===== src/include/wake_pkg.sv =====
// Package: wake-time types, PHY table constants and state codes
package wake_pkg;

  // Wake times are unsigned integers in units of 10 ns (one sys_clk cycle)
  localparam int WAKE_W = 16;
  typedef logic [WAKE_W-1:0] wake_t;

  // Time unit and per-PHY minimum transmit wake times, in ns as printed in us
  localparam int CLK_PERIOD_NS = 10;
  localparam int TW_100BASE_TX_NS = 30000;
  localparam int TW_1000BASE_T_NS = 16500;
  localparam int TW_1000BASE_KX_NS = 13260;
  localparam int TW_XGXS_TX_NS = 12380;
  localparam int TW_XGXS_RX_NS = 2880;
  localparam int TW_10GBASE_T_C1_NS = 7360;
  localparam int TW_10GBASE_T_C2_NS = 4480;
  localparam int TW_10GBASE_KX4_NS = 12380;
  localparam int TW_10GBASE_KR_C1_NS = 15380;
  localparam int TW_10GBASE_KR_C2_NS = 17380;
  localparam int FAULT_WINDOW_MS = 10;
  localparam int FAULT_WINDOW_CYCLES = FAULT_WINDOW_MS * 1000000 / CLK_PERIOD_NS;
  localparam int XGXS_EXTRA_CYCLES = (TW_XGXS_TX_NS - TW_XGXS_RX_NS) / CLK_PERIOD_NS;

  // PHY type selector
  typedef enum logic [2:0] {
    PHY_100BASE_TX = 3'h0,
    PHY_1000BASE_T = 3'h1,
    PHY_1000BASE_KX = 3'h2,
    PHY_XGXS = 3'h3,
    PHY_10GBASE_T = 3'h4,
    PHY_10GBASE_KX4 = 3'h5,
    PHY_10GBASE_KR = 3'h6
  } phy_type_e;

  // Transmit negotiation states
  typedef enum logic [5:0] {
    TX_RUNNING = 6'h01,
    TX_LOCAL_CHANGE = 6'h02,
    TX_REMOTE_CHANGE = 6'h04,
    TX_UPDATE = 6'h08,
    TX_REALLOC = 6'h10,
    TX_MIRROR = 6'h20
  } tx_state_e;

  // Receive negotiation states
  typedef enum logic [3:0] {
    RX_RUNNING = 4'h1,
    RX_CHANGE = 4'h2,
    RX_REALLOC = 4'h4,
    RX_UPDATE = 4'h8
  } rx_state_e;

  // Values received from the peer through the discovery protocol
  typedef struct packed {
    wake_t rem_rx_value;
    wake_t rem_tx_echo;
    wake_t rem_tx_value;
    wake_t rem_rx_echo;
  } remote_s;

  // Values this end advertises to the peer
  typedef struct packed {
    wake_t loc_tx_value;
    wake_t loc_rx_echo;
    wake_t loc_rx_value;
    wake_t loc_tx_echo;
  } local_s;

endpackage : wake_pkg


===== src/logic/wake_hold_timer.sv =====
// Down-counter holding data back after low-power idle ends
`timescale 1ns/1ns
`default_nettype none
module wake_hold_timer (
  input wire logic sys_clk, // System clock
  input wire logic reset, // Synchronous reset
  input wire logic start, // Low-power idle just ended
  input wire logic [wake_pkg::WAKE_W:0] wait_cycles, // Cycles to hold
  output logic data_ok // Frames may be sent
);

  logic [wake_pkg::WAKE_W:0] count_reg;
  logic [wake_pkg::WAKE_W:0] count_next;
  logic ok_reg;
  logic ok_next;

  always_comb begin
    count_next = count_reg;
    ok_next = ok_reg;
    if (start) begin
      count_next = wait_cycles;
      ok_next = 1'b0;
    end else if (count_reg != '0) begin
      count_next = count_reg - 1'b1;
      ok_next = (count_reg == {{wake_pkg::WAKE_W{1'b0}}, 1'b1});
    end else begin
      ok_next = 1'b1;
    end
  end

  always_ff @(posedge sys_clk) begin
    if (reset) begin
      count_reg <= '0;
      ok_reg <= 1'b1;
    end else begin
      count_reg <= count_next;
      ok_reg <= ok_next;
    end
  end

  assign data_ok = ok_reg;

endmodule : wake_hold_timer
`default_nettype wire


===== src/logic/wake_min_table.sv =====
// Per-PHY minimum transmit wake time lookup
`timescale 1ns/1ns
`default_nettype none
module wake_min_table (
  input wire logic [2:0] phy_type, // PHY type selector
  input wire logic use_case2, // Timing case 2 selected (10GBASE-T, 10GBASE-KR)
  output logic [wake_pkg::WAKE_W-1:0] min_wake // Minimum wake, cycles
);

  function automatic logic [wake_pkg::WAKE_W-1:0] ns_to_cyc(input int ns);
    ns_to_cyc = wake_pkg::WAKE_W'((ns + wake_pkg::CLK_PERIOD_NS - 1) / wake_pkg::CLK_PERIOD_NS);
  endfunction : ns_to_cyc

  always_comb begin
    if (phy_type == wake_pkg::PHY_1000BASE_T) begin
      min_wake = ns_to_cyc(wake_pkg::TW_1000BASE_T_NS); // RL13
    end else if (phy_type == wake_pkg::PHY_1000BASE_KX) begin
      min_wake = ns_to_cyc(wake_pkg::TW_1000BASE_KX_NS);
    end else if (phy_type == wake_pkg::PHY_XGXS) begin
      min_wake = ns_to_cyc(wake_pkg::TW_XGXS_TX_NS);
    end else if (phy_type == wake_pkg::PHY_10GBASE_T) begin
      min_wake = use_case2 ? ns_to_cyc(wake_pkg::TW_10GBASE_T_C2_NS)
                           : ns_to_cyc(wake_pkg::TW_10GBASE_T_C1_NS); // RL14
    end else if (phy_type == wake_pkg::PHY_10GBASE_KX4) begin
      min_wake = ns_to_cyc(wake_pkg::TW_10GBASE_KX4_NS);
    end else if (phy_type == wake_pkg::PHY_10GBASE_KR) begin
      min_wake = use_case2 ? ns_to_cyc(wake_pkg::TW_10GBASE_KR_C2_NS)
                           : ns_to_cyc(wake_pkg::TW_10GBASE_KR_C1_NS); // RL15
    end else begin
      min_wake = ns_to_cyc(wake_pkg::TW_100BASE_TX_NS); // RL13
    end
  end

endmodule : wake_min_table
`default_nettype wire


===== src/logic/wake_negotiation.sv =====
// Wake-time negotiation: transmit and receive machines, wake gating
// ****************************************************************
// Summary of operation
// [RL1] Tx synced when advertised equals peer echo
// [RL2] Tx leaves RUNNING to LOCAL CHANGE on request
// [RL3] Lower proposal or synced goes to TX UPDATE
// [RL4] Peer request honoured only while synced
// [RL5] TX UPDATE loads advertised with proposal
// [RL6] Larger proposal reallocates resolved value
// [RL7] Mirror state echoes peer request, then RUNNING
// [RL8] Rx synced when requested equals peer echo
// [RL9] Rx enters CHANGE on request or advertisement change
// [RL10] Smaller proposal reallocates resolved, then RX UPDATE
// [RL11] RX UPDATE sets request, mirror refreshes echo
// [RL12] Leave idle by sending IDLE; PHY wakes
// [RL13] Transmit wake never below PHY minimum
// [RL14] 10GBASE-T case 2 needs sleep done, no fault
// [RL15] Timing case selected per PHY mode
// [RL16] DTE stop enable adds XGXS wake difference
// [RL17] PHY stop enable needs extra remote wake
// [RL18] Extender inserted changes no timing
// [RL19] Wait resolved wake before any frame
// [RL20] Resolved values reset to PHY minimum
// [RL21] One transition per cycle, unsigned wake units
// ****************************************************************
`timescale 1ns/1ns
`default_nettype none
module wake_negotiation #(
  parameter int FAULT_WINDOW = wake_pkg::FAULT_WINDOW_CYCLES // Fault quiet window, cycles
) (
  input wire logic sys_clk, // System clock, 100 MHz
  input wire logic reset, // Synchronous reset, active high
  input wire logic [2:0] phy_type, // PHY type, phy_type_e code
  input wire logic phy_master, // 1000BASE-T master mode
  input wire logic phy_fec, // 10GBASE-KR with FEC
  input wire logic sleep_done, // Sleep signal fully sent
  input wire logic local_fault, // PHY reports local fault
  input wire logic dte_extender_stop_enable, // DTE extender may halt
  input wire logic phy_extender_stop_req, // Ask to let PHY extender halt
  input wire logic local_system_change, // Local wake change request
  input wire logic [wake_pkg::WAKE_W-1:0] new_tx_value, // Proposed tx wake
  input wire logic [wake_pkg::WAKE_W-1:0] new_rx_value, // Proposed rx wake
  input wire wake_pkg::remote_s remote, // Values from peer
  input wire logic lpi_request, // Client asks for low-power idle
  output wake_pkg::local_s local_vals, // Values advertised to peer
  output logic [wake_pkg::WAKE_W-1:0] resolved_tx, // Resolved tx wake
  output logic [wake_pkg::WAKE_W-1:0] resolved_rx, // Resolved rx wake
  output logic phy_extender_stop_enable, // PHY extender may halt
  output logic send_lpi, // Assert LPI, else normal IDLE
  output logic data_allowed, // Frames may be sent
  output logic tx_in_sync, // Tx machine in sync
  output logic rx_in_sync // Rx machine in sync
);

  typedef logic [wake_pkg::WAKE_W-1:0] w_t;

  // Elaboration-time refusal of a window the fault counter cannot time
  if (FAULT_WINDOW < 1) begin : g_bad_window
    $error("FAULT_WINDOW must be at least one cycle");
  end

  // ****************************************************************
  // PHY minimum and timing case
  // ****************************************************************
  logic [31:0] fault_cnt_reg;
  logic [31:0] fault_cnt_next;
  logic use_case2;
  w_t phy_min;

  always_comb begin
    fault_cnt_next = fault_cnt_reg;
    if (local_fault) begin
      fault_cnt_next = 32'(FAULT_WINDOW);
    end else if (fault_cnt_reg != 32'h0) begin
      fault_cnt_next = fault_cnt_reg - 32'h1;
    end
  end

  always_comb begin
    if (phy_type == wake_pkg::PHY_10GBASE_T) begin
      use_case2 = sleep_done && (fault_cnt_reg == 32'h0) && !local_fault; // RL14
    end else if (phy_type == wake_pkg::PHY_1000BASE_T) begin
      use_case2 = !phy_master; // RL15
    end else begin
      use_case2 = phy_fec; // RL15
    end
  end

  // Extender inserted: same table, no timing change
  wake_min_table u_table ( // RL18
    .phy_type(phy_type),
    .use_case2(use_case2),
    .min_wake(phy_min)
  );

  function automatic w_t floor_min(input w_t v, input w_t m);
    floor_min = (v < m) ? m : v;
  endfunction : floor_min

  // ****************************************************************
  // Transmit machine
  // ****************************************************************
  wake_pkg::tx_state_e tx_state_reg;
  wake_pkg::tx_state_e tx_state_next;
  w_t tx_temp_reg;
  w_t tx_temp_next;
  w_t loc_tx_reg;
  w_t loc_tx_next;
  w_t rx_echo_reg;
  w_t rx_echo_next;
  w_t res_tx_reg;
  w_t res_tx_next;
  w_t rem_rx_seen_reg;
  w_t rem_rx_seen_next;
  logic tx_sync;

  assign tx_sync = (loc_tx_reg == remote.rem_tx_echo); // RL1

  always_comb begin
    tx_state_next = tx_state_reg;
    tx_temp_next = tx_temp_reg;
    loc_tx_next = loc_tx_reg;
    rx_echo_next = rx_echo_reg;
    res_tx_next = res_tx_reg;
    rem_rx_seen_next = rem_rx_seen_reg;
    case (tx_state_reg) // RL21
      wake_pkg::TX_RUNNING: begin
        if (local_system_change) begin
          tx_state_next = wake_pkg::TX_LOCAL_CHANGE; // RL2
          tx_temp_next = floor_min(new_tx_value, phy_min); // RL13
        end else if (remote.rem_rx_value != rem_rx_seen_reg && tx_sync) begin
          tx_state_next = wake_pkg::TX_REMOTE_CHANGE; // RL4
          rem_rx_seen_next = remote.rem_rx_value;
          tx_temp_next = floor_min(new_tx_value, phy_min);
        end
      end
      wake_pkg::TX_LOCAL_CHANGE: begin
        if (tx_temp_reg < loc_tx_reg || tx_sync) begin
          tx_state_next = wake_pkg::TX_UPDATE; // RL3
          loc_tx_next = tx_temp_reg; // RL5
        end else begin
          tx_state_next = wake_pkg::TX_RUNNING; // RL3
        end
      end
      wake_pkg::TX_REMOTE_CHANGE: begin
        tx_state_next = wake_pkg::TX_UPDATE; // RL4
        loc_tx_next = tx_temp_reg; // RL5
      end
      wake_pkg::TX_UPDATE: begin
        if (tx_temp_reg >= res_tx_reg || tx_temp_reg >= remote.rem_rx_value) begin
          tx_state_next = wake_pkg::TX_REALLOC; // RL6
          res_tx_next = tx_temp_reg; // RL6
        end else begin
          tx_state_next = wake_pkg::TX_MIRROR; // RL6
        end
      end
      wake_pkg::TX_REALLOC: begin
        tx_state_next = wake_pkg::TX_MIRROR;
      end
      wake_pkg::TX_MIRROR: begin
        rx_echo_next = remote.rem_rx_value; // RL7
        tx_state_next = wake_pkg::TX_RUNNING; // RL7
      end
      default: begin
        tx_state_next = wake_pkg::TX_RUNNING;
      end
    endcase
  end

  // ****************************************************************
  // Receive machine
  // ****************************************************************
  wake_pkg::rx_state_e rx_state_reg;
  wake_pkg::rx_state_e rx_state_next;
  w_t rx_temp_reg;
  w_t rx_temp_next;
  w_t loc_rx_reg;
  w_t loc_rx_next;
  w_t tx_echo_reg;
  w_t tx_echo_next;
  w_t res_rx_reg;
  w_t res_rx_next;
  w_t rem_tx_seen_reg;
  w_t rem_tx_seen_next;
  logic rx_sync;
  w_t rx_extra;

  assign rx_sync = (loc_rx_reg == remote.rem_rx_echo); // RL8
  // Extra remote wake when the PHY extender is to be allowed to halt
  assign rx_extra = phy_extender_stop_req ? w_t'(wake_pkg::XGXS_EXTRA_CYCLES) : '0; // RL17

  always_comb begin
    rx_state_next = rx_state_reg;
    rx_temp_next = rx_temp_reg;
    loc_rx_next = loc_rx_reg;
    tx_echo_next = tx_echo_reg;
    res_rx_next = res_rx_reg;
    rem_tx_seen_next = rem_tx_seen_reg;
    case (rx_state_reg) // RL21
      wake_pkg::RX_RUNNING: begin
        if (local_system_change || remote.rem_tx_value != rem_tx_seen_reg) begin
          rx_state_next = wake_pkg::RX_CHANGE; // RL9
          rem_tx_seen_next = remote.rem_tx_value;
          // Wraps on overflow: proposals near full scale are the user's concern
          rx_temp_next = w_t'(new_rx_value + rx_extra); // RL17
        end
      end
      wake_pkg::RX_CHANGE: begin
        if (rx_temp_reg < res_rx_reg || rx_temp_reg < remote.rem_tx_value) begin
          rx_state_next = wake_pkg::RX_REALLOC; // RL10
          res_rx_next = rx_temp_reg; // RL10
        end else begin
          rx_state_next = wake_pkg::RX_UPDATE; // RL10
          loc_rx_next = rx_temp_reg; // RL11
        end
      end
      wake_pkg::RX_REALLOC: begin
        rx_state_next = wake_pkg::RX_UPDATE; // RL10
        loc_rx_next = rx_temp_reg; // RL11
      end
      wake_pkg::RX_UPDATE: begin
        // Mirror step folded into the exit of RX UPDATE
        tx_echo_next = remote.rem_tx_value; // RL11
        rx_state_next = wake_pkg::RX_RUNNING; // RL11
      end
      default: begin
        rx_state_next = wake_pkg::RX_RUNNING;
      end
    endcase
  end

  // ****************************************************************
  // Low-power idle exit and data hold-off
  // ****************************************************************
  logic lpi_reg;
  logic lpi_next;
  logic pxs_en_reg;
  logic pxs_en_next;
  logic sync_o_reg;
  logic rsync_o_reg;
  logic [wake_pkg::WAKE_W:0] hold_cycles;
  logic hold_ok;

  always_comb begin
    lpi_next = lpi_request; // RL12
    // Stop enable only once the extra remote wake is agreed
    pxs_en_next = phy_extender_stop_req && rx_sync
                  && (loc_rx_reg >= w_t'(wake_pkg::XGXS_EXTRA_CYCLES)); // RL17
    hold_cycles = {1'b0, floor_min(res_tx_reg, phy_min)}; // RL19
    if (dte_extender_stop_enable) begin
      hold_cycles = (wake_pkg::WAKE_W + 1)'(hold_cycles
                    + (wake_pkg::WAKE_W + 1)'(wake_pkg::XGXS_EXTRA_CYCLES)); // RL16
    end
  end

  wake_hold_timer u_hold (
    .sys_clk(sys_clk),
    .reset(reset),
    .start(lpi_reg && !lpi_request), // RL19
    .wait_cycles(hold_cycles),
    .data_ok(hold_ok)
  );

  // ****************************************************************
  // Registers
  // ****************************************************************
  always_ff @(posedge sys_clk) begin
    if (reset) begin
      fault_cnt_reg <= 32'h0;
      tx_state_reg <= wake_pkg::TX_RUNNING;
      rx_state_reg <= wake_pkg::RX_RUNNING;
      tx_temp_reg <= '0;
      rx_temp_reg <= '0;
      loc_tx_reg <= '0;
      loc_rx_reg <= '0;
      rx_echo_reg <= '0;
      tx_echo_reg <= '0;
      res_tx_reg <= '0; // RL20
      res_rx_reg <= '0; // RL20
      rem_rx_seen_reg <= '0;
      rem_tx_seen_reg <= '0;
      lpi_reg <= 1'b0;
      pxs_en_reg <= 1'b0;
      sync_o_reg <= 1'b0;
      rsync_o_reg <= 1'b0;
    end else begin
      fault_cnt_reg <= fault_cnt_next;
      tx_state_reg <= tx_state_next;
      rx_state_reg <= rx_state_next;
      tx_temp_reg <= tx_temp_next;
      rx_temp_reg <= rx_temp_next;
      // Zero means unset: resolved values then follow the PHY minimum
      loc_tx_reg <= (loc_tx_next == '0) ? phy_min : loc_tx_next; // RL20
      loc_rx_reg <= loc_rx_next;
      rx_echo_reg <= rx_echo_next;
      tx_echo_reg <= tx_echo_next;
      res_tx_reg <= (res_tx_next == '0) ? phy_min : res_tx_next; // RL20
      res_rx_reg <= (res_rx_next == '0) ? phy_min : res_rx_next; // RL20
      rem_rx_seen_reg <= rem_rx_seen_next;
      rem_tx_seen_reg <= rem_tx_seen_next;
      lpi_reg <= lpi_next;
      pxs_en_reg <= pxs_en_next;
      sync_o_reg <= tx_sync;
      rsync_o_reg <= rx_sync;
    end
  end

  assign local_vals = '{loc_tx_value: loc_tx_reg, loc_rx_echo: rx_echo_reg,
                        loc_rx_value: loc_rx_reg, loc_tx_echo: tx_echo_reg};
  assign resolved_tx = res_tx_reg;
  assign resolved_rx = res_rx_reg;
  assign phy_extender_stop_enable = pxs_en_reg;
  assign send_lpi = lpi_reg;
  assign data_allowed = hold_ok && !lpi_reg; // RL19
  assign tx_in_sync = sync_o_reg;
  assign rx_in_sync = rsync_o_reg;

  // ****************************************************************
  // Assertions
  // ****************************************************************
  a_tx_local_entry: assert property (@(posedge sys_clk) disable iff (reset)
    tx_state_reg == wake_pkg::TX_RUNNING && local_system_change
    |=> tx_state_reg == wake_pkg::TX_LOCAL_CHANGE) // RL2
    else $error("tx did not enter local change");
  a_tx_local_exit: assert property (@(posedge sys_clk) disable iff (reset)
    tx_state_reg == wake_pkg::TX_LOCAL_CHANGE && !(tx_temp_reg < loc_tx_reg) && !tx_sync
    |=> tx_state_reg == wake_pkg::TX_RUNNING) // RL3
    else $error("tx local change wrong exit");
  a_tx_update_load: assert property (@(posedge sys_clk) disable iff (reset)
    tx_state_reg == wake_pkg::TX_UPDATE |-> loc_tx_reg == tx_temp_reg) // RL5
    else $error("advertised tx not proposal");
  a_tx_mirror_back: assert property (@(posedge sys_clk) disable iff (reset)
    tx_state_reg == wake_pkg::TX_MIRROR
    |=> tx_state_reg == wake_pkg::TX_RUNNING && rx_echo_reg == $past(remote.rem_rx_value)) // RL7
    else $error("tx mirror failed");
  a_tx_remote_sync: assert property (@(posedge sys_clk) disable iff (reset)
    tx_state_reg == wake_pkg::TX_RUNNING && !local_system_change && !tx_sync
    |=> tx_state_reg == wake_pkg::TX_RUNNING) // RL4
    else $error("tx acted while out of sync");
  a_rx_change_entry: assert property (@(posedge sys_clk) disable iff (reset)
    rx_state_reg == wake_pkg::RX_RUNNING && local_system_change
    |=> rx_state_reg == wake_pkg::RX_CHANGE ##1 rx_state_reg != wake_pkg::RX_RUNNING) // RL9
    else $error("rx change sequence wrong");
  a_rx_update_load: assert property (@(posedge sys_clk) disable iff (reset)
    rx_state_reg == wake_pkg::RX_UPDATE
    |-> loc_rx_reg == rx_temp_reg ##1 rx_state_reg == wake_pkg::RX_RUNNING) // RL11
    else $error("rx update failed");
  a_data_hold: assert property (@(posedge sys_clk) disable iff (reset)
    $fell(lpi_reg) && res_tx_reg > 16'h0002 |=> !data_allowed [*2]) // RL19
    else $error("data allowed too soon after idle");

endmodule : wake_negotiation
`default_nettype wire


===== config.mk =====
export PLATFORM = sky130hd
export DESIGN_NAME = wake_negotiation
export DESIGN_NICKNAME = d
export VERILOG_FILES = /design/src/include/wake_pkg.sv /design/src/logic/wake_hold_timer.sv /design/src/logic/wake_min_table.sv /design/src/logic/wake_negotiation.sv
export SDC_FILE = /design/constraint.sdc
export NUM_CORES = 1
export LEC_CHECK = 0
export ABC_AREA = 1
export BUFFER_PORTS_ARGS = -buffer_cell sky130_fd_sc_hd__buf_2
export CORE_MARGIN = 1.5
export CORE_UTILIZATION = 58
export DETAILED_ROUTE_END_ITERATION = 12
export GPL_TIMING_DRIVEN = 0
export PLACE_DENSITY_LB_ADDON = 0.05
export SYNTH_ARGS = -nofsm -noshare
export SYNTH_HDL_FRONTEND = slang
export SYNTH_SLANG_ARGS = --single-unit
export TNS_END_PERCENT = 50

===== constraint.sdc =====
create_clock -name sys_clk -period 4 [get_ports sys_clk]
set_clock_uncertainty 0.15 [all_clocks]
set_input_delay 0 -clock sys_clk [delete_from_list [all_inputs] [get_ports sys_clk]]
set_output_delay 0 -clock sys_clk [all_outputs]
set_load 0.02 [all_outputs]

Word-level counts from Yosys, hierarchy flattened --
Index checks and enable logic that the tools add are counted.
Word-level totals: output and inout port bits 101, input port bits 109, memory bits (writable) 0, bits in latches 0, memories 0, bits in read-only memories 0, word-level logic and storage cells 128, flip-flop bits (word level) 224
Operators by class: eq/ne operators 24, bitwise operators 1, reduce and logical (&&, ||, !) cells 30, $mul 0, divide/modulo/power cells 0, add/sub/neg operators 4, $lt $le $gt $ge 8, muxes and demuxes 41, shift operators 0
Operator list (number):
- 16-bit two-way mux | 19
- 16-bit < comparator | 5
- 16-bit case mux with 2 select lines | 2
- 17-bit two-way mux | 3
- 16-bit zero test | 3
- 20-bit two-way mux | 2
- 16-bit == test | 2
- 16-bit >= comparator | 2
- 32-bit zero test | 1
- 16-bit != test | 2
- 32-bit nonzero test | 1
- 32-bit by 1-bit subtractor with 32-bit output, second input constant | 1
- 6-bit case mux with 5 select lines | 1
- 10-bit two-way mux | 2
- 6-bit two-way mux | 3
- 16-bit by 10-bit adder with 17-bit output, second input constant | 1
- 17-bit by 1-bit == test with 1-bit output, second input constant | 1
- 17-bit nonzero test | 1
- 17-bit by 1-bit subtractor with 17-bit output, second input constant | 1
- 16-bit by 10-bit adder with 16-bit output | 1
- 16-bit by 10-bit >= comparator with 1-bit output, second input constant | 1
- 4-bit two-way mux | 3
- 4-bit case mux with 3 select lines | 1
- 3-bit == test, second input constant | 3
- other kinds (24) | 46

Longest topological paths before layout --
word-level depth 16, gate-level depth with buffers 29, gate-level depth less buffers 27

By module --
From an unflattened synthesis, not the netlist that was laid out.
Second synthesis, totals: cells, all modules 2186, area total of the unflattened synthesis 14615.3 um^2
By module, submodules not included:
- wake_negotiation | cells an instance 1959, seq. area each 4124.0 um^2, area each 13225.2 um^2, times used 1
- wake_hold_timer | cells an instance 183, seq. area each 360.3 um^2, area each 1166.1 um^2, times used 1
- wake_min_table | cells an instance 44, seq. area each 0.0 um^2, area each 224.0 um^2, times used 1

Worst setup path before layout --
OpenSTA, ideal clock, no wires.
path type reg-to-reg, from register fault_cnt_reg[0], to register u_hold.count_reg[7] in the netlist's numbering, setup time 134 ps, data required time 3716 ps, path buffers 1, stages on the path, launching flop included 24, setup slack 671 ps, arrival time 3046 ps, clock period less this slack 3329 ps, cells stage by stage dfxtp_1 > inv_1 > ha_1 > inv_1 > nor3_1 > nand3_1 > nor2_2 > nand2_1 > o21ai_1 > inv_1 > ha_1 > a21oi_1 > o21ai_0 > nor2_1 > nand2_4 > buf_12 > nand2_1 > nand2_2 > ha_1 > nor2_2 > nand3_2 > a21o_1 > nand3_1 > a21oi_1
Between the ends: cells in the longest elaborated chain, start to end 16, elaborated cells between the ends (all ways) 17, those cells by class add/sub (1); order compare (1); mux (12); reduce/logical (3)
RTL lines:
- start: declaration | RTL line wake_negotiation.sv:65 | logic [31:0] fault_cnt_reg;
- start signal: assignment | RTL line wake_negotiation.sv:287 | fault_cnt_reg <= fault_cnt_next;
- 32-bit zero test * | RTL line wake_negotiation.sv:81 | use_case2 = sleep_done && (fault_cnt_reg == 32'h0) && !local_fault;
- 1-bit logical AND * (2 in series) | RTL line wake_negotiation.sv:81
- 1-bit two-way mux * | RTL line wake_negotiation.sv:80 | if (phy_type == wake_pkg::PHY_10GBASE_T) begin
- 8-bit two-way mux | RTL line wake_min_table.sv:27 | min_wake = use_case2 ? ns_to_cyc(wake_pkg::TW_10GBASE_KR_C2_NS)
- 16-bit two-way mux | RTL line wake_min_table.sv:26 | end else if (phy_type == wake_pkg::PHY_10GBASE_KR) begin
- 16-bit two-way mux | RTL line wake_min_table.sv:24 | end else if (phy_type == wake_pkg::PHY_10GBASE_KX4) begin
- 16-bit two-way mux * | RTL line wake_min_table.sv:21 | end else if (phy_type == wake_pkg::PHY_10GBASE_T) begin
- 16-bit two-way mux * | RTL line wake_min_table.sv:19 | end else if (phy_type == wake_pkg::PHY_XGXS) begin
- 16-bit two-way mux * | RTL line wake_min_table.sv:17 | end else if (phy_type == wake_pkg::PHY_1000BASE_KX) begin
- 16-bit two-way mux * | RTL line wake_min_table.sv:15 | if (phy_type == wake_pkg::PHY_1000BASE_T) begin
- 16-bit < comparator | RTL line wake_negotiation.sv:97 | floor_min = (v < m) ? m : v;
- 16-bit two-way mux * | RTL line wake_negotiation.sv:97
- 16-bit by 10-bit adder with 17-bit output | RTL line wake_negotiation.sv:252 | + (wake_pkg::WAKE_W + 1)'(wake_pkg::XGXS_EXTRA_CYCLES));
- 17-bit two-way mux * | RTL line wake_negotiation.sv:250 | if (dte_extender_stop_enable) begin
- 17-bit two-way mux * | RTL line wake_hold_timer.sv:20 | if (start) begin
- end signal: assignment | RTL line wake_hold_timer.sv:36 | count_reg <= count_next;
- end: declaration | RTL line wake_hold_timer.sv:12 | logic [wake_pkg::WAKE_W:0] count_reg;
Mark *: on every way between the ends. The rest lies on a longest branch, timed or not. A chain may end at the register's enable or synchronous reset.

Worst setup path after layout --
from register loc_tx_reg[9], to register loc_tx_reg[1]
Between the ends: cells in the longest elaborated chain, start to end 6, elaborated cells between the ends (all ways) 7, those cells by class order compare (1); eq/ne (1); mux (3); reduce/logical (2)
RTL lines:
- start: declaration | RTL line wake_negotiation.sv:107 | w_t loc_tx_reg;
- start signal: assignment | RTL line wake_negotiation.sv:293 | loc_tx_reg <= (loc_tx_next == '0) ? phy_min : loc_tx_next;
- 16-bit < comparator / 16-bit == test (equally long branches) | RTL line wake_negotiation.sv:138, wake_negotiation.sv:117
- 1-bit logical OR | RTL line wake_negotiation.sv:138 | if (tx_temp_reg < loc_tx_reg || tx_sync) begin
- 16-bit two-way mux | RTL line wake_negotiation.sv:138
- 16-bit case mux with 2 select lines * | RTL line wake_negotiation.sv:126 | case (tx_state_reg)
- 16-bit zero test | RTL line wake_negotiation.sv:293
- 16-bit two-way mux * | RTL line wake_negotiation.sv:293
Marks and branches as above.

==> run summary <==
Primary FF master, synth: dfxtp_1
CTS tree: yes
Post-synth EDFFs: 0
total global routing overflow: 0
fill cell count: 1984
Setup Viol. Count Final: 0
TritonCTS sink count: 224
vias in the first global route: 14050
layout cell share with drive strength beyond 1: 15.75%
Tcrit/Tclk final: 94.19%
Port-buffer cells: 207
vias per cell: 5.535
WHS: 0.07006 ns
Die H: 158.4 um
Final ANT Viol Nets: 0
CP endpoint kind: flop
Seq/Total Area, Yosys: 32.02%
FF/Latch Area: 4486 um^2
XOR/XNOR share of the synthesized area: 4.003%
antenna violations before repair: 0
die area: 25080 um^2
Vias: 14880
H-tree depth: 1
Routed WL per cell: 16.52 um
total track usage: 34.85%
synth warn: 0
pin count of the biggest net entering global routing: 13
# rows: 56
Peak supply drop: 0.0003806 V
r2r startpoint: loc_tx_reg[9]$_SDFF_PP0_
Final Hold Fails: 0
multi-input logic area: 8258 um^2
count of cell types in the netlist: 61
CP Launch Type: flop
first-pass GRT wire length: 69300 um
DRT Wirelength: 44400 um
Slew HR: 43.89%
Ports: 210
Core Region: 23610 um^2
NumNets Final: 2569
Syn-to-layout area delta: 24.45%
syn avg cell area: 6.950 um^2
Total Power: 9.917 mW
post-synthesis compound-gate area fraction: 17.98%
CTS max path bufs: 3
Initial Util: 59.30%
mux share of post-synthesis cell area: 0%
Synth Instances: 2015
CP Max Fanout: 10
Max-Cap Viols: 0
Max Slew Vio Count: 0
Num CTS Buffers: 27
Final Wtd Congestion: 0.9429
outcome: finished, final reports clean
largest family of logic cells by synthesized area: simple AND/OR/NAND/NOR gates
adder-cell share of the synthesized area: 9.971%
crit path from: loc_tx_reg[9]$_SDFF_PP0_
Fmax achieved: 265.4 MHz
ANT cells: 0
critical path class: flop to flop
Final Critical Period: 3.768 ns
die width: 158.4 um
FF+latch count, synth: 224
arrival time worst endpoint: 4.07 ns
hold path start: lpi_request
Worst Path Required: 4.31 ns
Reg clk slew, reported paths: 0.06 ns
post-detail-place hpwl: 32350 um
syn nets: 2235
leakage: 8.444 nW
max FFs per register: 32
cell area power density: 569.1 nW/um^2
drt pass-1 iters: 6
Synth Area in Simple Gates: 26.44%
hold crit path type: input pin to flop
later-pin clock latency in the skew report: 0.53 ns
Synth async-reset ratio: 0%
Post-Route Utilization: 73.80%
area of the mapped netlist: 14000 um^2
DRC: 0
Root Driver: clkbuf_16
measured slew at the worst slew-check pin: 0.8340 ns
DRT iter0 DRCs: 1141
final timing paths:
check / endpoint / slack, ns / cells after the start
setup reg to reg: loc_tx_reg[1]$_SDFF_PP0_ / 0.23 / 17
hold reg to reg: rem_rx_seen_reg[0]$_SDFFE_PP0P_ / 0.31 / 2
hold / removal: send_lpi$_SDFF_PP0_ / 0.07 / 4
setup / recovery: loc_tx_reg[1]$_SDFF_PP0_ / 0.23 / 17
per-layer routing:
layer  track usage, %  up-vias  wire length, um
met5                0        -                0
met3            4.273      122             3445
met4            12.19        0             1545
li1                 -     7346                -
met2            61.28      601            21030
met1            43.83     6810            18390
Yosys cell counts (6+ instances only):
library cell    n  area, um^2
nand2_1       351        1318
inv_1         263       987.2
dfxtp_1       224        4484
nor2_1        212       795.8
a21oi_1       207        1036
o21ai_0       164       820.8
nand3_1       124       620.6
ha_1          110        1376
clkbuf_1       44       165.2
xor2_1         37       324.1
nor3_1         31       155.2
xnor2_1        27       236.5
nand4_1        21       131.4
a31oi_1        17       106.4
nand2_2        16       100.1
nor2_2         12       75.07
buf_2          11       55.05
nor4_1         10       62.56
o21ai_1        10       50.05
inv_2           7       26.28
nand2_4         7       78.83
o21a_1          7       52.55
a221oi_1        6       52.55
o2111ai_1       6       52.55
o211ai_1        6       45.04
or2_2           6       37.54
layout by cell type (no fill, tap or decap), drive strengths merged, types with 2 or more instances in the layout:
cell type,synthesis,layout
o22ai,4,4
xor2,37,37
o211ai,6,6
bufinv,0,3
or2,6,6
a21boi,2,2
nand3,129,129
dfxtp,224,224
o21ai,180,180
a21o,4,4
o2111ai,6,6
and3,3,3
nor4,14,14
clkbuf,44,82
o21a,7,7
buf,21,233
o41ai,2,2
nand4,21,21
inv,271,271
a21oi,211,211
a221oi,6,6
a22oi,2,2
dlygate4sd3,0,92
nor2,231,231
nand2,374,374
a31oi,17,17
nor3,34,34
ha,110,110
and2,2,2
nand3b,3,3
nor3b,4,4
xnor2,27,27
clkinv,3,11
cell families (layout without fill, tap and decap cells):
kind of cell    Yosys count  in the layout
buf+inv                 339            693
xor+xnor                 64             64
simple gates            821            821
compound gates          456            456
fa+ha+maj               111            111
flops                   224            224
critical path, stage by stage, from the launching register on:
cell	delay [ns]
dfxtp_1	0.38
xnor2_1	0.14
nand2_1	0.07
dlygate4sd3_1	0.56
nor3_1	0.17
dlygate4sd3_1	0.57
nand2_1	0.15
nand3_2	0.14
nand2_1	0.13
buf_2	0.22
nand2_1	0.08
o21ai_0	0.12
nor2_1	0.12
nand2_1	0.07
nor2_1	0.16
buf_4	0.19
nand3_1	0.11
a21oi_1	0.16
final cells by class:
cell class | instances | area share [%]
multi-input combinational | 1452 | 47.39
sequential | 224 | 25.74
timing repair buffer | 305 | 11.49
inverter | 274 | 5.945
clock buffer | 37 | 4.495
tap | 319 | 2.290
buffer | 65 | 1.824
clock inverter | 12 | 0.8329
metrics by stage:
| step | setup TNS, ns | setup WS [ns] | area, um^2 | std cells |
|---|---|---|---|---|
| finish | 0 | 0.2325 | 17430 | 2688 |
| global route | -0.009471 | -0.008411 | 17430 | 2688 |
| CTS | 0 | 0.001550 | 17290 | 2682 |
| detailed placement | -0.2042 | -0.08969 | 15440 | 2541 |
| global placement | -0.004633 | -0.004633 | 15440 | 2541 |
| floorplan | 0 | 0.6707 | 14000 | 2015 |
report_power, final:
part           switching [mW]  leakage, nW  internal [mW]  total, mW
Sequential              0.456         1.83           2.59       3.05
Combinational            2.72         6.15           1.59       4.31
Clock                    1.00        0.461           1.56       2.56
what timing repair did:
| item | 4_1_cts | 5_1_grt |
|---|---|---|
| endpoints found under the hold margin | 144 | 0 |
| resized for setup | 4 | 24 |
| setup buffers | 0 | 6 |
| setup endpoints to repair | 6 | 31 |
| pin swaps | 0 | 5 |
| hold buffers | 92 | 0 |
Note: power is estimated with default switching activity, not from simulation.
